File: src/rtl/mfd_pkg.sv
// Purpose: Shared constants and types for the memory-format decoder
// Assumes: 32-bit instruction words, fields at fixed positions
// Notes: Operation codes are the six-bit field of a memory-format word
package mfd_pkg;

  localparam int MFD_FMT_HI = 31;
  localparam int MFD_FMT_LO = 30;
  localparam logic [1:0] MFD_FMT_MEM = 2'h3;
  localparam int MFD_RD_HI = 29;
  localparam int MFD_RD_LO = 25;
  localparam int MFD_OP_HI = 24;
  localparam int MFD_OP_LO = 19;
  localparam int MFD_RS1_HI = 18;
  localparam int MFD_RS1_LO = 14;
  localparam int MFD_IMM_SEL = 13;
  localparam int MFD_ASI_HI = 12;
  localparam int MFD_ASI_LO = 5;
  localparam int MFD_IMM_HI = 12;
  localparam int MFD_RS2_HI = 4;

  localparam logic [5:0] OP_LOAD_SIGNED_BYTE = 6'h09;
  localparam logic [5:0] OP_LOAD_SIGNED_HALF = 6'h0a;
  localparam logic [5:0] OP_ATOMIC_LOAD_SET_BYTE = 6'h0d;
  localparam logic [5:0] OP_EXCHANGE = 6'h0f;
  localparam logic [5:0] OP_ALT_SPACE_WORD_LOAD = 6'h10;
  localparam logic [5:0] OP_ALT_SPACE_UBYTE_LOAD = 6'h11;
  localparam logic [5:0] OP_ALT_SPACE_UHALF_LOAD = 6'h12;
  localparam logic [5:0] OP_ALT_SPACE_DOUBLE_LOAD = 6'h13;
  localparam logic [5:0] OP_ALT_SPACE_WORD_STORE = 6'h14;
  localparam logic [5:0] OP_ALT_SPACE_BYTE_STORE = 6'h15;
  localparam logic [5:0] OP_ALT_SPACE_HALF_STORE = 6'h16;
  localparam logic [5:0] OP_ALT_SPACE_DOUBLE_STORE = 6'h17;
  localparam logic [5:0] OP_ALT_SPACE_SBYTE_LOAD = 6'h19;
  localparam logic [5:0] OP_ALT_SPACE_SHALF_LOAD = 6'h1a;
  localparam logic [5:0] OP_ALT_SPACE_ATOMIC_SET_BYTE = 6'h1d;
  localparam logic [5:0] OP_ALT_SPACE_EXCHANGE = 6'h1f;
  localparam logic [5:0] OP_FP_SINGLE_LOAD = 6'h20;
  localparam logic [5:0] OP_FP_STATUS_LOAD = 6'h21;
  localparam logic [5:0] OP_FP_DOUBLE_LOAD = 6'h23;
  localparam logic [5:0] OP_FP_SINGLE_STORE = 6'h24;
  localparam logic [5:0] OP_FP_STATUS_STORE = 6'h25;
  localparam logic [5:0] OP_FP_QUEUE_STORE = 6'h26;
  localparam logic [5:0] OP_FP_DOUBLE_STORE = 6'h27;
  localparam logic [5:0] OP_COPRO_SINGLE_LOAD = 6'h30;
  localparam logic [5:0] OP_COPRO_STATUS_LOAD = 6'h31;
  localparam logic [5:0] OP_COPRO_DOUBLE_LOAD = 6'h33;
  localparam logic [5:0] OP_COPRO_SINGLE_STORE = 6'h34;
  localparam logic [5:0] OP_COPRO_STATUS_STORE = 6'h35;
  localparam logic [5:0] OP_COPRO_QUEUE_STORE = 6'h36;
  localparam logic [5:0] OP_COPRO_DOUBLE_STORE = 6'h37;

  // One-hot operation class presented to the pipeline
  typedef enum logic [4:0] {
    MFD_CLS_NONE = 5'h01,
    MFD_CLS_INT = 5'h02,
    MFD_CLS_ALT = 5'h04,
    MFD_CLS_FP = 5'h08,
    MFD_CLS_COPRO = 5'h10
  } mfd_class_type;

  typedef struct packed {
    logic is_load;
    logic is_store;
    logic is_atomic;
    logic sign_ext;
    logic [1:0] size;
  } mfd_attr_type;

  localparam logic [1:0] MFD_SZ_BYTE = 2'h0;
  localparam logic [1:0] MFD_SZ_HALF = 2'h1;
  localparam logic [1:0] MFD_SZ_WORD = 2'h2;
  localparam logic [1:0] MFD_SZ_DOUBLE = 2'h3;

  typedef struct packed {
    logic valid;
    logic illegal;
    mfd_class_type op_class;
    logic [5:0] opcode;
    mfd_attr_type attr;
    logic [4:0] dest_register;
    logic [4:0] first_source_register;
    logic [4:0] second_source_register;
    logic use_immediate;
    logic [31:0] signed_immediate_field;
    logic [7:0] space_id;
  } mfd_result_type;

  localparam mfd_result_type MFD_RESULT_RESET = '0;

endpackage

File: src/rtl/mfd_decoder.sv
// Purpose: Registered decoder for memory-format (load/store) instructions
// Assumes: INSTR_VALID and INSTR come from the fetch stage each cycle
// Notes: One cycle of latency; nothing here executes an access
`timescale 1ns/1ns
module mfd_decoder
  import mfd_pkg::*;
(
  input wire logic CLK_SYS,
  input wire logic RST,
  input wire logic INSTR_VALID,
  input wire logic [31:0] INSTR,
  output mfd_result_type RESULT
);

  logic [5:0] opcode;
  logic imm_sel;
  logic is_mem;
  mfd_class_type op_class;
  mfd_attr_type attr;
  logic alt_space;
  logic known;
  mfd_result_type next_result;

  assign opcode = INSTR[MFD_OP_HI:MFD_OP_LO];
  assign imm_sel = INSTR[MFD_IMM_SEL];
  assign is_mem = INSTR[MFD_FMT_HI:MFD_FMT_LO] == MFD_FMT_MEM;

  mfd_opcode_table u_table (
    .opcode(opcode),
    .imm_sel(imm_sel),
    .op_class(op_class),
    .attr(attr),
    .alt_space(alt_space),
    .known(known)
  );

  // Fields are passed through even when illegal, which helps trap reporting
  always_comb begin
    next_result = MFD_RESULT_RESET;
    if (INSTR_VALID && is_mem) begin
      next_result.valid = known;
      next_result.illegal = !known;
      next_result.op_class = op_class;
      next_result.opcode = opcode;
      next_result.attr = known ? attr : '0;
      next_result.dest_register = INSTR[MFD_RD_HI:MFD_RD_LO];
      next_result.first_source_register =
        INSTR[MFD_RS1_HI:MFD_RS1_LO];
      next_result.use_immediate = imm_sel && !alt_space;
      if (imm_sel && !alt_space) begin
        next_result.signed_immediate_field =
          {{19{INSTR[MFD_IMM_HI]}}, INSTR[MFD_IMM_HI:0]};
      end else begin
        next_result.second_source_register =
          INSTR[MFD_RS2_HI:0];
      end
      if (alt_space) begin
        next_result.space_id = INSTR[MFD_ASI_HI:MFD_ASI_LO];
      end
    end
  end

  always_ff @(posedge CLK_SYS) begin
    if (RST) begin
      RESULT <= MFD_RESULT_RESET;
    end else begin
      RESULT <= next_result;
    end
  end

endmodule

File: src/rtl/mfd_opcode_table.sv
// Purpose: Opcode recognition table for memory-format instructions
// Assumes: Opcode and immediate-select bit are already extracted
// Notes: Purely combinational; the top module registers its result
`timescale 1ns/1ns
module mfd_opcode_table
  import mfd_pkg::*;
(
  input wire logic [5:0] opcode,
  input wire logic imm_sel,
  output mfd_class_type op_class,
  output mfd_attr_type attr,
  output logic alt_space,
  output logic known
);

  function automatic mfd_attr_type mk(input logic ld, input logic st,
                                      input logic at, input logic sx,
                                      input logic [1:0] sz);
    mk = '{is_load: ld, is_store: st, is_atomic: at, sign_ext: sx,
           size: sz};
  endfunction

  always_comb begin
    op_class = MFD_CLS_NONE;
    attr = '0;
    alt_space = 1'b0;
    known = 1'b1;
    unique case (opcode)
      OP_LOAD_SIGNED_BYTE: begin
        op_class = MFD_CLS_INT;
        attr = mk(1'b1, 1'b0, 1'b0, 1'b1, MFD_SZ_BYTE);
      end
      OP_LOAD_SIGNED_HALF: begin
        op_class = MFD_CLS_INT;
        attr = mk(1'b1, 1'b0, 1'b0, 1'b1, MFD_SZ_HALF);
      end
      OP_ATOMIC_LOAD_SET_BYTE: begin
        op_class = MFD_CLS_INT;
        attr = mk(1'b1, 1'b1, 1'b1, 1'b0, MFD_SZ_BYTE);
      end
      OP_EXCHANGE: begin
        op_class = MFD_CLS_INT;
        attr = mk(1'b1, 1'b1, 1'b1, 1'b0, MFD_SZ_WORD);
      end
      OP_ALT_SPACE_WORD_LOAD: begin
        attr = mk(1'b1, 1'b0, 1'b0, 1'b0, MFD_SZ_WORD);
        alt_space = 1'b1;
      end
      OP_ALT_SPACE_UBYTE_LOAD: begin
        attr = mk(1'b1, 1'b0, 1'b0, 1'b0, MFD_SZ_BYTE);
        alt_space = 1'b1;
      end
      OP_ALT_SPACE_UHALF_LOAD: begin
        attr = mk(1'b1, 1'b0, 1'b0, 1'b0, MFD_SZ_HALF);
        alt_space = 1'b1;
      end
      OP_ALT_SPACE_DOUBLE_LOAD: begin
        attr = mk(1'b1, 1'b0, 1'b0, 1'b0, MFD_SZ_DOUBLE);
        alt_space = 1'b1;
      end
      OP_ALT_SPACE_WORD_STORE: begin
        attr = mk(1'b0, 1'b1, 1'b0, 1'b0, MFD_SZ_WORD);
        alt_space = 1'b1;
      end
      OP_ALT_SPACE_BYTE_STORE: begin
        attr = mk(1'b0, 1'b1, 1'b0, 1'b0, MFD_SZ_BYTE);
        alt_space = 1'b1;
      end
      OP_ALT_SPACE_HALF_STORE: begin
        attr = mk(1'b0, 1'b1, 1'b0, 1'b0, MFD_SZ_HALF);
        alt_space = 1'b1;
      end
      OP_ALT_SPACE_DOUBLE_STORE: begin
        attr = mk(1'b0, 1'b1, 1'b0, 1'b0, MFD_SZ_DOUBLE);
        alt_space = 1'b1;
      end
      OP_ALT_SPACE_SBYTE_LOAD: begin
        attr = mk(1'b1, 1'b0, 1'b0, 1'b1, MFD_SZ_BYTE);
        alt_space = 1'b1;
      end
      OP_ALT_SPACE_SHALF_LOAD: begin
        attr = mk(1'b1, 1'b0, 1'b0, 1'b1, MFD_SZ_HALF);
        alt_space = 1'b1;
      end
      OP_ALT_SPACE_ATOMIC_SET_BYTE: begin
        attr = mk(1'b1, 1'b1, 1'b1, 1'b0, MFD_SZ_BYTE);
        alt_space = 1'b1;
      end
      OP_ALT_SPACE_EXCHANGE: begin
        attr = mk(1'b1, 1'b1, 1'b1, 1'b0, MFD_SZ_WORD);
        alt_space = 1'b1;
      end
      OP_FP_SINGLE_LOAD, OP_FP_STATUS_LOAD: begin
        op_class = MFD_CLS_FP;
        attr = mk(1'b1, 1'b0, 1'b0, 1'b0, MFD_SZ_WORD);
      end
      OP_FP_DOUBLE_LOAD: begin
        op_class = MFD_CLS_FP;
        attr = mk(1'b1, 1'b0, 1'b0, 1'b0, MFD_SZ_DOUBLE);
      end
      OP_FP_SINGLE_STORE, OP_FP_STATUS_STORE: begin
        op_class = MFD_CLS_FP;
        attr = mk(1'b0, 1'b1, 1'b0, 1'b0, MFD_SZ_WORD);
      end
      OP_FP_DOUBLE_STORE, OP_FP_QUEUE_STORE: begin
        op_class = MFD_CLS_FP;
        attr = mk(1'b0, 1'b1, 1'b0, 1'b0, MFD_SZ_DOUBLE);
      end
      OP_COPRO_SINGLE_LOAD, OP_COPRO_STATUS_LOAD: begin
        op_class = MFD_CLS_COPRO;
        attr = mk(1'b1, 1'b0, 1'b0, 1'b0, MFD_SZ_WORD);
      end
      OP_COPRO_DOUBLE_LOAD: begin
        op_class = MFD_CLS_COPRO;
        attr = mk(1'b1, 1'b0, 1'b0, 1'b0, MFD_SZ_DOUBLE);
      end
      OP_COPRO_SINGLE_STORE, OP_COPRO_STATUS_STORE: begin
        op_class = MFD_CLS_COPRO;
        attr = mk(1'b0, 1'b1, 1'b0, 1'b0, MFD_SZ_WORD);
      end
      OP_COPRO_DOUBLE_STORE, OP_COPRO_QUEUE_STORE: begin
        op_class = MFD_CLS_COPRO;
        attr = mk(1'b0, 1'b1, 1'b0, 1'b0, MFD_SZ_DOUBLE);
      end
      default: begin
        known = 1'b0;
      end
    endcase
    // Alternate-space forms with the immediate bit set are not legal
    if (alt_space) begin
      op_class = imm_sel ? MFD_CLS_NONE : MFD_CLS_ALT;
      known = !imm_sel;
    end
  end

endmodule

File: config.mk
export PLATFORM = sky130hd
export DESIGN_NAME = mfd_decoder
export DESIGN_NICKNAME = d
export VERILOG_FILES = /design/src/rtl/mfd_pkg.sv /design/src/rtl/mfd_decoder.sv /design/src/rtl/mfd_opcode_table.sv
export SDC_FILE = /design/constraint.sdc
export NUM_CORES = 1
export LEC_CHECK = 0
export CORE_MARGIN = 2
export CORE_UTILIZATION = 45
export CTS_CLUSTER_DIAMETER = 200
export DETAILED_ROUTE_END_ITERATION = 10
export DONT_BUFFER_PORTS = 1
export GPL_ROUTABILITY_DRIVEN = 0
export GPL_TIMING_DRIVEN = 0
export SYNTH_ARGS = -nofsm -noshare
export SYNTH_HDL_FRONTEND = slang
export SYNTH_SLANG_ARGS = --single-unit
File: constraint.sdc
create_clock -name CLK_SYS -period 4.2 [get_ports CLK_SYS]
set_clock_uncertainty 0.1 [all_clocks]
set_input_delay 0.42 -clock CLK_SYS [delete_from_list [all_inputs] [get_ports CLK_SYS]]
set_output_delay 0.42 -clock CLK_SYS [all_outputs]
set_load 0.02 [all_outputs]
==> results.sh <==
export IMPL_outcome="finished, final reports clean"
export IMPL_cp_start_kind="flip-flop"
export IMPL_pwr_share_comb_pct=5.1
export IMPL_seq_area_frac_synth_pct=57.7
export IMPL_p_sw_share_pct=23.4
export IMPL_avgSynthCellArea_sq_um=11.4
export IMPL_synthesis_nets=206
export IMPL_drtPass1Iterations=4
export IMPL_cts_max_level=2
export IMPL_drv_slew=0
export IMPL_cts_buffers=5
export IMPL_fp_coreArea_sq_um=4090
export IMPL_p_int_w=0.000678
export IMPL_overflow=0
export IMPL_slowest_stage="dfxtp_1"
export IMPL_cts_root_buf="clkbuf_8"
export IMPL_grt_pass1_wl_microns=5240
export IMPL_maxCapViolCount=0
export IMPL_postCtsSetupRepairBufs=0
export IMPL_ir_drop_uv=169
export IMPL_yosysMostFrequentCell="dfxtp_1"
export IMPL_use_met3_pct=6.10
export IMPL_crit_buf_inv=1
export IMPL_wl_per_cell_microns=15.6
export IMPL_synth_ff_type="dfxtp_1"
export IMPL_die_h_microns=69.7
export IMPL_fin_crit_sh_pct=45.1
export IMPL_cp_cell_sequence="buf_4"
export IMPL_cts_buffer_depth=2
export IMPL_synth_commonest_cells="dfxtp_1, and2_1, buf_4"
export IMPL_diodes=0
export IMPL_cts_reportedPaths_clkPinSlew_ns=0.10
export IMPL_fin_crit_ns=1.89
export IMPL_endpoint_kind="output pin"
export IMPL_initial_utilization_pct=47.5
export IMPL_multi_input_area_sq_um=631
export IMPL_drc=0
export IMPL_largest_reg_flops=56
export IMPL_ys_warnings_count=0
export IMPL_nets=213
export IMPL_arrival_ns=1.37
export IMPL_grt_max_degree=21
export IMPL_tritoncts="built"
export IMPL_busiest_layer="met2"
export IMPL_ios=110
export IMPL_finalPower_w=0.000885
export IMPL_use_met1_pct=13.1
export IMPL_p_per_area_nw_per_um2=422
export IMPL_cpLargestDelayFamily="flip-flops"
export IMPL_seq_area_sq_um=1120
export IMPL_critPathKind="flip-flop to output pin"
export IMPL_top_register="RESULT"
export IMPL_fmax_mhz=528
export IMPL_die_x_microns=69.7
export IMPL_synth_cell_types=33
export IMPL_max_slew_margin_pct=51.0
export IMPL_yosys_area_top_type="dfxtp_1"
export IMPL_min_path_type="input port to flip-flop"
export IMPL_synthCells=171
export IMPL_final_util_pct=51.4
export IMPL_crit_required_ns=3.68
export IMPL_first_global_vias=991
export IMPL_worstMarginPinSlew_ns=0.733
export IMPL_antenna_left=0
export IMPL_p_clk_share_pct=33.2
export IMPL_dieArea_sq_um=4860
export IMPL_synth_top_cell_area_share_pct=57.7
export IMPL_p_seq_share_pct=61.7
export IMPL_drt_iter0_markers=26
export IMPL_drive_gt1_share_pct=25.1
export IMPL_synth_edf_count=0
export IMPL_grtUsageTotal_pct=14.0
export IMPL_numPortBuffers=0
export IMPL_timing_hold_ws_ns=0.0797
export IMPL_syn_to_final_growth_pct=8.12
export IMPL_rsz0062_at_grt="no"
export IMPL_dpl_hpwl_microns=2810
export IMPL_finalSetupViolCount=0
export IMPL_std_cell_rows=23
export IMPL_wirelength_microns=3580
export IMPL_vias=1142
export IMPL_slowest_delay_ns=0.81
export IMPL_p_switching_w=0.000207
export IMPL_critPathMaxFanout=20
export IMPL_synth_area_top_cells="dfxtp_1, and2_1, buf_4, nor3_2, o2111ai_4"
export IMPL_postCtsHoldBufs=0
export IMPL_grt_antenna_before_repair=0
export IMPL_synth_area_sq_um=1940
export IMPL_post_cts_resized=0
export IMPL_fill_cells=363
export IMPL_finalNonFillerCells=229
export IMPL_setup_tns_ns=0
export IMPL_synth_seq_cells=56
export IMPL_routed_via_density=4.99
export IMPL_grt_use_met2_pct=26.3
export IMPL_clock_sink_count=56
export IMPL_leakagePower_nw=0.863
export IMPL_reg_top3="RESULT (56)"
export IMPL_dp_cells=221
export IMPL_hold_viol=0
export IMPL_async_reset_ff_share_pct=0
## path summary, 6_finish.rpt
check / end / cells after the start / start / slack, ns
setup / recovery: RESULT[23] / 1 / RESULT[20] / 2.31
hold / removal: RESULT[70] / 1 / INSTR[13] / 0.08
## cell usage in the layout (no fill, tap or decap), drive strengths merged, types with 2 or more instances in the layout
master	n
nor3	9
nand2b	3
nand3	2
clkbuf	7
nand4b	2
inv	3
clkinv	2
buf	24
nand3b	2
a21oi	2
nor2b	2
xnor2	2
and2	42
nor2	6
o21ai	2
dfxtp	56
## power groups by stage
stage	registers, W	logic, W	clock network (W)
after floorplan	0.000558	0.0000387	0
after global placement	0.000559	0.0000438	0
after detailed placement	0.000559	0.0000454	0
after CTS	0.000547	0.0000454	0.000299
after global routing	0.000547	0.0000490	0.000315
final	0.000546	0.0000452	0.000294
## stage by stage
step	setup WS, ns	area, sq um
global placement	2.46	2000
CTS	2.27	2100
global route	2.20	2100
finish	2.31	2100
floorplan	2.59	1940
detailed placement	2.43	2000
## cells by family (layout without fill, tap and decap cells)
family | Yosys count | count (layout) | synth area share [%]
xor+xnor | 2 | 2 | 0.902
flops | 56 | 56 | 57.7
compound gates | 9 | 9 | 4.83
mux | 1 | 1 | 0.580
simple gates | 75 | 75 | 26.2
buf+inv | 28 | 36 | 9.79
## cell type report
| type | count | area share [%] |
|---|---|---|
| plain buffers | 26 | 8.70 |
| clock buffers | 5 | 3.28 |
| clock inverters | 3 | 1.25 |
| inverters | 2 | 0.358 |
| multi-input cells | 87 | 30.0 |
| flip-flops and latches | 56 | 53.4 |
| well taps | 50 | 2.98 |
## per-layer routing
metal  part of all wire [%]  routed length, microns
met5                      0                       0
met4                    1.5                      53
met3                     10                     368
met2                     52                    1870
met1                     36                    1280
No activity file was read; power rests on OpenSTA's default activity.
